`config.mk`:
```
export PLATFORM = sky130hd
export DESIGN_NAME = power_save_clock_gating
export DESIGN_NICKNAME = d
export VERILOG_FILES = /design/src/core/power_save_pkg.sv /design/src/core/power_save_clock_gating.sv
export SDC_FILE = /design/constraint.sdc
export NUM_CORES = 1
export LEC_CHECK = 0
export ABC_AREA = 1
export CAP_MARGIN = 20
export CORE_AREA = 4 4 64 66
export DETAILED_ROUTE_END_ITERATION = 10
export DIE_AREA = 0 0 68 70
export DONT_BUFFER_PORTS = 1
export PLACE_DENSITY = 0.78
export SYNTH_ARGS = -nofsm -noshare
export SYNTH_HDL_FRONTEND = slang
export SYNTH_SLANG_ARGS = --single-unit
```
`constraint.sdc`:
```
create_clock -name i_core_clk -period 3.3 [get_ports i_core_clk]
set_input_delay 0.165 -clock i_core_clk [delete_from_list [all_inputs] [get_ports i_core_clk]]
set_output_delay 0.165 -clock i_core_clk [all_outputs]
set_load 0.05 [all_outputs]
```
`src/core/power_save_pkg.sv`:
```
/*
 Shared constants and types for the power-save clock control block:
 register offsets, field positions, reset values, wake timing, states.
 Assumes a 32-bit APB bus with byte addresses and one word per register.
*/
package power_save_pkg;

    // Register byte offsets
    localparam logic [7:0] OFF_CLOCK_DIVIDER = 8'h00;
    localparam logic [7:0] OFF_PERIPH_DISABLE_THREE = 8'h04;
    localparam logic [7:0] OFF_PERIPH_DISABLE_FOUR = 8'h08;
    localparam logic [7:0] OFF_POWER_SAVE_CMD = 8'h0C;
    localparam logic [7:0] OFF_POWER_STATUS = 8'h10;

    // Clock divider register fields
    localparam int BIT_RESTORE_ON_INTERRUPT = 15;
    localparam int RATIO_HI = 14;
    localparam int RATIO_LO = 12;
    localparam int BIT_CPU_SLOWDOWN_ENABLE = 11;
    localparam int RATIO_W = 3;
    localparam logic [RATIO_W-1:0] RATIO_RESET = 3'h0;

    // Module disable register fields
    localparam int BIT_COMPARATOR_OFF = 10;
    localparam int BIT_CALENDAR_CLOCK_OFF = 9;
    localparam int BIT_CHARGE_TIMER_OFF = 2;

    // Power-save command and status fields
    localparam int BIT_ENTER_IDLE = 0;
    localparam int BIT_STAT_IDLE = 0;
    localparam int BIT_STAT_DOZE = 1;
    localparam int BIT_STAT_CPU_RUN = 2;

    // Doze divider counter covers the slowest ratio of 1:128
    localparam int DOZE_CNT_W = 7;
    localparam logic [DOZE_CNT_W:0] DOZE_ONE = 8'h01;

    // Wake latency in clock cycles, chosen inside the 2 to 4 window
    localparam int WAKE_MIN_CYCLES = 2;
    localparam int WAKE_MAX_CYCLES = 4;
    localparam logic [1:0] WAKE_LAST = 2'h2;

    localparam logic [31:0] WORD_ZERO = 32'h0000_0000;

    typedef enum logic [1:0] {
        ST_RUN,
        ST_ENTER,
        ST_IDLE,
        ST_WAKE
    } idle_state_t;

endpackage

```
`src/core/power_save_clock_gating.sv`:
```
/*
 Power-save clock control: Idle entry and wake, Doze CPU clock division,
 and per-peripheral module-disable clock enables, behind an APB slave.
 Assumes i_irq is the OR of individually enabled pending interrupts and
 that all inputs are synchronous to i_core_clk. Clock enables are meant
 for latch-based gating cells downstream.
*/
`timescale 1ns/100ps

module power_save_clock_gating (
    input wire logic i_core_clk,
    input wire logic i_reset,
    input wire logic i_psel,
    input wire logic i_penable,
    input wire logic i_pwrite,
    input wire logic [31:0] i_paddr,
    input wire logic [31:0] i_pwdata,
    output logic [31:0] o_prdata,
    output logic o_pready,
    output logic o_pslverr,
    input wire logic i_irq,
    input wire logic i_wdt_timeout,
    input wire logic i_wdt_enable,
    input wire logic i_fail_monitor_enable,
    input wire logic i_comparator_present,
    input wire logic i_calendar_present,
    input wire logic i_charge_timer_present,
    output logic o_cpu_clk_en,
    output logic o_periph_clk_en,
    output logic o_comparator_clk_en,
    output logic o_calendar_clk_en,
    output logic o_charge_timer_clk_en,
    output logic o_wdt_clear,
    output logic o_lowpower_rc_run,
    output logic o_idle,
    output logic o_wake_by_irq
);

    typedef struct packed {
        logic restore_on_interrupt;
        logic [power_save_pkg::RATIO_W-1:0] ratio;
        logic cpu_slowdown_enable;
        logic comparator_off;
        logic calendar_clock_off;
        logic charge_timer_off;
        logic prev_slowdown;
        logic [power_save_pkg::RATIO_W-1:0] prev_ratio;
        logic [power_save_pkg::DOZE_CNT_W-1:0] doze_cnt;
        power_save_pkg::idle_state_t state;
        logic [1:0] wake_cnt;
        logic irq_pending;
        logic wake_irq;
        logic [31:0] prdata;
        logic pready;
        logic pslverr;
        logic cpu_clk_en;
        logic periph_clk_en;
        logic comparator_clk_en;
        logic calendar_clk_en;
        logic charge_timer_clk_en;
        logic wdt_clear;
        logic lowpower_rc_run;
        logic idle;
    } state_t;

    state_t state_q;
    state_t state_d;

    logic setup_phase;
    logic write_access;
    logic addr_ok;
    logic [power_save_pkg::DOZE_CNT_W-1:0] doze_mask;
    logic doze_tick;
    logic doze_active;
    logic enter_idle;
    logic [31:0] read_word;

    localparam int DOZE_W = power_save_pkg::DOZE_CNT_W;

    always_comb
    begin
        state_d = state_q;
        read_word = power_save_pkg::WORD_ZERO;
        addr_ok = 1'b1;
        setup_phase = i_psel & ~i_penable;
        write_access = i_psel & i_penable & state_q.pready & i_pwrite & ~state_q.pslverr;
        enter_idle = 1'b0;

        // Doze divider: power-of-two ratios line up with peripheral edges
        doze_mask = DOZE_W'((power_save_pkg::DOZE_ONE << state_q.ratio) - power_save_pkg::DOZE_ONE);
        doze_tick = (state_q.doze_cnt & doze_mask) == '0;
        doze_active = state_q.cpu_slowdown_enable & (state_q.ratio != power_save_pkg::RATIO_RESET);

        // Register read mux; unlisted bits read zero
        case (i_paddr[7:0])
            power_save_pkg::OFF_CLOCK_DIVIDER:
            begin
                read_word[power_save_pkg::BIT_RESTORE_ON_INTERRUPT] = state_q.restore_on_interrupt;
                read_word[power_save_pkg::RATIO_HI:power_save_pkg::RATIO_LO] = state_q.ratio;
                read_word[power_save_pkg::BIT_CPU_SLOWDOWN_ENABLE] = state_q.cpu_slowdown_enable;
            end
            power_save_pkg::OFF_PERIPH_DISABLE_THREE:
            begin
                read_word[power_save_pkg::BIT_COMPARATOR_OFF] = state_q.comparator_off;
                read_word[power_save_pkg::BIT_CALENDAR_CLOCK_OFF] = state_q.calendar_clock_off;
            end
            power_save_pkg::OFF_PERIPH_DISABLE_FOUR:
            begin
                read_word[power_save_pkg::BIT_CHARGE_TIMER_OFF] = state_q.charge_timer_off;
            end
            power_save_pkg::OFF_POWER_SAVE_CMD:
            begin
                read_word = power_save_pkg::WORD_ZERO;
            end
            power_save_pkg::OFF_POWER_STATUS:
            begin
                read_word[power_save_pkg::BIT_STAT_IDLE] = state_q.idle;
                read_word[power_save_pkg::BIT_STAT_DOZE] = doze_active;
                read_word[power_save_pkg::BIT_STAT_CPU_RUN] = state_q.cpu_clk_en;
            end
            default:
            begin
                addr_ok = 1'b0;
            end
        endcase
        if (i_paddr[31:8] != 24'h00_0000)
        begin
            addr_ok = 1'b0;
        end

        // Zero-wait APB: answer registered during setup, ready in access
        state_d.pready = setup_phase;
        if (setup_phase)
        begin
            state_d.prdata = read_word;
            state_d.pslverr = ~addr_ok;
        end
        else
        begin
            state_d.pslverr = 1'b0;
        end

        // Restart keeps the first CPU tick after a change full width
        state_d.prev_slowdown = state_q.cpu_slowdown_enable;
        state_d.prev_ratio = state_q.ratio;
        if ((state_q.cpu_slowdown_enable & ~state_q.prev_slowdown) ||
            (state_q.ratio != state_q.prev_ratio))
        begin
            state_d.doze_cnt = '0;
        end
        else
        begin
            state_d.doze_cnt = state_q.doze_cnt + DOZE_W'(1);
        end

        // Interrupt ends Doze only when restore is enabled
        if (state_q.restore_on_interrupt & state_q.cpu_slowdown_enable & i_irq)
        begin
            state_d.cpu_slowdown_enable = 1'b0;
        end

        // Register writes; a software write overrides the restore above
        // Upper address bits must be zero too, or the write is refused
        if (write_access & addr_ok)
        begin
            case (i_paddr[7:0])
                power_save_pkg::OFF_CLOCK_DIVIDER:
                begin
                    state_d.restore_on_interrupt = i_pwdata[power_save_pkg::BIT_RESTORE_ON_INTERRUPT];
                    state_d.ratio = i_pwdata[power_save_pkg::RATIO_HI:power_save_pkg::RATIO_LO];
                    state_d.cpu_slowdown_enable = i_pwdata[power_save_pkg::BIT_CPU_SLOWDOWN_ENABLE];
                end
                power_save_pkg::OFF_PERIPH_DISABLE_THREE:
                begin
                    state_d.comparator_off = i_pwdata[power_save_pkg::BIT_COMPARATOR_OFF];
                    state_d.calendar_clock_off = i_pwdata[power_save_pkg::BIT_CALENDAR_CLOCK_OFF];
                end
                power_save_pkg::OFF_PERIPH_DISABLE_FOUR:
                begin
                    state_d.charge_timer_off = i_pwdata[power_save_pkg::BIT_CHARGE_TIMER_OFF];
                end
                power_save_pkg::OFF_POWER_SAVE_CMD:
                begin
                    enter_idle = i_pwdata[power_save_pkg::BIT_ENTER_IDLE];
                end
                default:
                begin
                    enter_idle = 1'b0;
                end
            endcase
        end

        // Idle sequencing
        state_d.wdt_clear = 1'b0;
        case (state_q.state)
            power_save_pkg::ST_RUN:
            begin
                if (enter_idle)
                begin
                    state_d.state = power_save_pkg::ST_ENTER;
                    state_d.wake_irq = 1'b0;
                end
            end
            power_save_pkg::ST_ENTER:
            begin
                state_d.wdt_clear = 1'b1;
                state_d.irq_pending = i_irq;
                state_d.state = power_save_pkg::ST_IDLE;
            end
            power_save_pkg::ST_IDLE:
            begin
                if (i_irq | state_q.irq_pending | i_wdt_timeout)
                begin
                    state_d.state = power_save_pkg::ST_WAKE;
                    state_d.wake_cnt = '0;
                    state_d.wake_irq = i_irq | state_q.irq_pending;
                    state_d.irq_pending = 1'b0;
                end
            end
            power_save_pkg::ST_WAKE:
            begin
                state_d.wake_cnt = state_q.wake_cnt + 2'h1;
                if (state_q.wake_cnt == power_save_pkg::WAKE_LAST)
                begin
                    state_d.state = power_save_pkg::ST_RUN;
                end
            end
            default:
            begin
                state_d.state = power_save_pkg::ST_RUN;
            end
        endcase

        // Registered enables only move after a rising edge, safe for latch gating
        state_d.idle = state_d.state != power_save_pkg::ST_RUN;
        state_d.cpu_clk_en = (state_q.state == power_save_pkg::ST_RUN) &
                             ~enter_idle & (~doze_active | doze_tick);
        state_d.periph_clk_en = 1'b1;
        state_d.comparator_clk_en = i_comparator_present & ~state_q.comparator_off;
        state_d.calendar_clk_en = i_calendar_present & ~state_q.calendar_clock_off;
        state_d.charge_timer_clk_en = i_charge_timer_present & ~state_q.charge_timer_off;
        state_d.lowpower_rc_run = i_wdt_enable | i_fail_monitor_enable;
    end

    always_ff @(posedge i_core_clk)
    begin
        if (i_reset)
        begin
            state_q <= '0;
            state_q.ratio <= power_save_pkg::RATIO_RESET;
            state_q.prev_ratio <= power_save_pkg::RATIO_RESET;
            state_q.state <= power_save_pkg::ST_RUN;
            state_q.cpu_clk_en <= 1'b1;
            state_q.periph_clk_en <= 1'b1;
        end
        else
        begin
            state_q <= state_d;
        end
    end

    assign o_prdata = state_q.prdata;
    assign o_pready = state_q.pready;
    assign o_pslverr = state_q.pslverr;
    assign o_cpu_clk_en = state_q.cpu_clk_en;
    assign o_periph_clk_en = state_q.periph_clk_en;
    assign o_comparator_clk_en = state_q.comparator_clk_en;
    assign o_calendar_clk_en = state_q.calendar_clk_en;
    assign o_charge_timer_clk_en = state_q.charge_timer_clk_en;
    assign o_wdt_clear = state_q.wdt_clear;
    assign o_lowpower_rc_run = state_q.lowpower_rc_run;
    assign o_idle = state_q.idle;
    assign o_wake_by_irq = state_q.wake_irq;

endmodule // power_save_clock_gating

```
# Word-level counts from Yosys, hierarchy flattened
# Index checks and enable logic that the tools add are counted.
[totals]
wordCells = 110
ramBits = 0
latch_bits = 0
ff_bits = 45
memories = 0
output_inout_bits = 43
rom_bits = 0
[op_classes]
div = 0
n_addsub = 3
n_mul = 0
n_reduce_logical = 19
n_shift = 1
magnitude_cmp = 0
bitwise_logic = 30
eq_ne = 11
n_mux = 22
[op_table]
columns = ["operator", "count"]
rows = [
  ["nonzero test 24 bit", 1],
  ["== test 8 x 4 -> 1 bit, second input constant", 2],
  ["AND 1 bit", 15],
  ["2-to-1 mux 2 bit", 5],
  ["inverter 1 bit", 10],
  ["AND reduction 2 bit", 5],
  ["2-to-1 mux 1 bit", 9],
  ["== test 8 x 3 -> 1 bit, second input constant", 1],
  ["== test 8 x 5 -> 1 bit, second input constant", 1],
  ["logical NOT 8 bit", 1],
  ["one-hot mux 2 bit (4 select lines)", 1],
  ["nonzero test 2 bit", 4],
  ["adder 7 x 1 -> 7 bit, second input constant", 1],
  ["AND 7 bit", 1],
  ["logical NOT 7 bit", 1],
  ["<< shifter 1 x 3 -> 7 bit, first input constant", 1],
  ["subtractor 7 x 1 -> 7 bit, second input constant", 1],
  ["== test 2 bit, second input constant", 3],
  ["2-to-1 mux 6 bit", 1],
  ["one-hot mux 1 bit (2 select lines)", 3],
  ["2-to-1 mux 5 bit", 1],
  ["OR reduction 5 bit", 1],
  ["2-to-1 mux 4 bit", 1],
  ["inequality test 2 bit, second input constant", 2],
  ["other kinds (10)", 14],
]

# Logic depth before layout (Yosys ltp)
[depth]
word_depth = 9
mapped_depth = 13
ltp_nobuf = 13

# Worst setup path before layout
# No wires, ideal clock.
[synth_timing]
kind = "register -> register"
from = "register state_q (netlist bit o_pready)"
to = "register state_q[60] (netlist name)"
arrival_time_ns = 1.436
stages_incl_launch_ff = 10
slack_ns = 1.748
setup_ns = 0.116
n_path_buf = 0
synth_period_minus_slack_ns = 1.552
path_cell_list = "dfxtp_1 > nand2_1 > nor2_1 > nand3_1 > nor2_8 > inv_4 > nor2_4 > inv_1 > nor2_1 > nor2_1"
[synth_between]
elab_chain_len = 5
[synth_lines]
columns = ["item", "line", "text"]
rows = [
  ["start, declared", "power_save_clock_gating.sv:66", "state_t state_q;"],
  ["start signal, assigned", "power_save_clock_gating.sv:258", "state_q <= state_d;"],
  ["AND 1 bit (3 in a row)", "power_save_clock_gating.sv:86", "write_access = i_psel & i_penable & state_q.pready & i_pwrite & ~state_q.pslverr;"],
  ["AND 1 bit", "power_save_clock_gating.sv:164", "if (write_access & addr_ok)"],
  ["AND reduction 2 bit (no source line)", "n/a", ""],
]
# No other way between the ends.
# A chain may end at the register's enable or synchronous reset.

# Final worst setup path
[layout_timing]
from = "register state_q (netlist bit o_pready)"
to = "register state_q (netlist bit state_d[58])"
[layout_between]
elab_chain_len = 5
[layout_lines]
columns = ["item", "line"]
rows = [
  ["AND 1 bit (3 in a row)", "power_save_clock_gating.sv:86"],
  ["AND 1 bit", "power_save_clock_gating.sv:164"],
  ["2-to-1 mux 4 bit", "power_save_clock_gating.sv:164"],
]
# No other way between the ends.

==> results.yml <==
outcome:
  outcome: "finished clean"
critical_path:
  cp-end-kind: "flip-flop"
  crit_required_ns: 3.56
  crit_type: "reg -> reg"
  crit_arrival_ns: 2.43
  path_max_fanout: 9
  crit_path_start_kind: "flip-flop"
sta:
  rsz0062_at_grt: "false"
  tightest_slew_ns: 0.980
  period_minus_slack_ns: 2.18
  timing.final.crit_share_pct: 65.9
  hold_viol_final: 0
  maxSlewHeadroom_pct: 34.4
  setup-violations-final: 0
  report.final.slew_viol_count: 0
  fin_ws_ns: 1.12
  fmax_ghz: 0.460
  worst_clock_skew_ns: 0.0143
  timing.setup.tns_ns: 0
global_routing:
  use_met3_pct: 5.31
  antenna_found_initial: 0
  grt_use_met1_pct: 20.0
  grt_pass1_wl_um: 6980
  busiest_layer: "met2"
  use_met2_pct: 33.6
  grtUsageTotal_pct: 18.8
  grt-ovfl-total: 0
  grt_pass1_vias: 1660
  grt_start_max_net_pins: 21
power:
  cellLeakagePower_nw: 0.999
  p_total_w: 0.00104
  max-vdd-ir-drop_mv: 0.238
  power_density_nw_per_um2: 451
cts:
  tritoncts: "built"
  ctsResizeCount: 0
  clk_pin_slew_ns: 0.14
  clock_path_buffers: 2
  cts-htree-levels: 2
  cts.sinks: 44
  clk_latency_ns: 0.35
  root_buffer: "clkbuf_4"
  cts_buffers: 5
drt:
  drc: 0
  dr.pass1.iters: 4
  finalWirelength_um: 4430
  drt_iter0_drc: 85
  route.vias.total: 1784
  ant_nets: 0
  via_per_inst: 5.08
  wire_per_inst_um: 12.6
place:
  post-place-ws_ns: 1.64
  dp_cells: 329
  dp.final_hpwl_um: 3210
  port_buffers: 0
  place_congestion: 0.794
synth:
  netlist_instances: 298
  netlist_area_um2: 2210
  synth_edf_count: 0
  yosysTopAreaCellShare_pct: 39.8
  synth_area_leader_cell: "dfxtp_1"
  synthTopCellsByCount: "nor2_1, dfxtp_1, nand2_1, buf_4, inv_1"
  synthDistinctLibCells: 35
  synth-main-ff-cell: "dfxtp_1"
  synthArstFlopShare_pct: 0
  yosysSeqAreaShare_pct: 39.8
  yosys-top-cells-area: "dfxtp_1, buf_4, nor2_1"
  synth.most_common_cell: "nor2_1"
  ys_warn_count: 0
  ys_ff_latch: 44
  avgSynthCellArea_um2: 7.42
cells_and_area:
  syn_to_final_growth_pct: 4.47
  fillCellCount: 348
  largest_reg_flops: 20
  multi_input_area_um2: 1020
  drive_gt1_share_pct: 8.58
  nets: 380
  insertedDiodeCount: 0
  regMostFlops: "state_q"
  fin_util_pct: 64.6
  stdcell_count: 351
  seq_area_um2: 881
floorplan:
  ioPinCount: 119
  rows: 22
  core-area_um2: 3580
  die_w_um: 68
  dieArea_um2: 4760
  start_util_pct: 61.8
  die_y_um: 70
job:
  cap_violations: 0
min_path:
  hold_class: "in -> reg"
worst max-delay path, cell delays in order (launching register included):
cell and delay [ns]:
dfxtp_1 0.66, nand2_1 0.10, nor2_1 0.10, nand3_1 0.17, nor2_8 0.22, nand2_4 0.11
nand2_1 0.09, a21oi_2 0.05, dlygate4sd3_1 0.57
final cells by class:
type / instances / area share, %
flip-flops and latches: 44 / 38.1
clock inverters: 2 / 1.68
inverters: 31 / 5.20
clock buffers: 6 / 2.22
multi-input cells: 206 / 44.1
well taps: 48 / 2.60
repair buffers: 14 / 6.06
routing by layer:
metal / part of all wire (%) / routed length, µm
met4: 2.4 / 107
met1: 39 / 1730
met3: 8.6 / 381
met2: 50 / 2210
met5: 0 / 0
final timing paths:
path / to / cells past startpoint / slack [ns] / start
worst max-delay path: state_d[58]$_SDFF_PP0_ / 8 / 1.12 / o_pready$_SDFF_PP0_
worst min-delay path: o_wake_by_irq$_SDFFE_PP0P_ / 2 / 0.03 / i_irq
worst max register to register: state_d[58]$_SDFF_PP0_ / 8 / 1.12 / o_pready$_SDFF_PP0_
worst min register to register: o_charge_timer_clk_en$_SDFF_PP0_ / 1 / 0.45 / state_q[59]$_SDFFE_PP0P_
metrics by stage:
step | hold slack, ns | instance area, µm²
2_1_floorplan | 0.281 | 2290
3_3_place_gp | 0.231 | 2080
3_5_place_dp | 0.232 | 2080
4_1_cts | 0.0191 | 2310
5_1_grt | 0.0212 | 2310
6_report | 0.0328 | 2310
layout by cell type (no fill, tap or decap), drive strengths merged:
cell         instances
a31oi                1
o21ai               21
a22oi                2
nor2                56
a21boi               1
o31ai                2
inv                 30
dfxtp               44
dlygate4sd3         14
a21oi               24
a211oi               2
nor3b                3
or2                  1
nand4                3
nor4                 3
clkinv               2
o211ai               1
xnor2                1
nor3                 2
bufinv               1
o2111ai              1
nand2               44
o21a                 1
clkbuf               6
conb                23
ha                   2
nand3               12
power by group:
group          internal, W  total, W  leakage (nW)  switching [W]
logic            0.0000235  0.000109         0.593      0.0000851
registers         0.000543  0.000580         0.358      0.0000374
clock network     0.000182  0.000353        0.0484       0.000171
cell families after synthesis:
group	synth area share, %
AO/OA/AOI/OAI	14.1
XOR/XNOR	0.396
adder cells (fa/ha/maj)	1.13
buffers and inverters	17.6
flip-flops	39.8
other	0.339
AND/OR/NAND/NOR	26.6
timing repair:
action	in CTS	in global routing
endpoints found under the hold margin	26	0
buffers inserted	0	0
hold buffers	14	0
No activity file was read; power rests on OpenSTA's default activity.
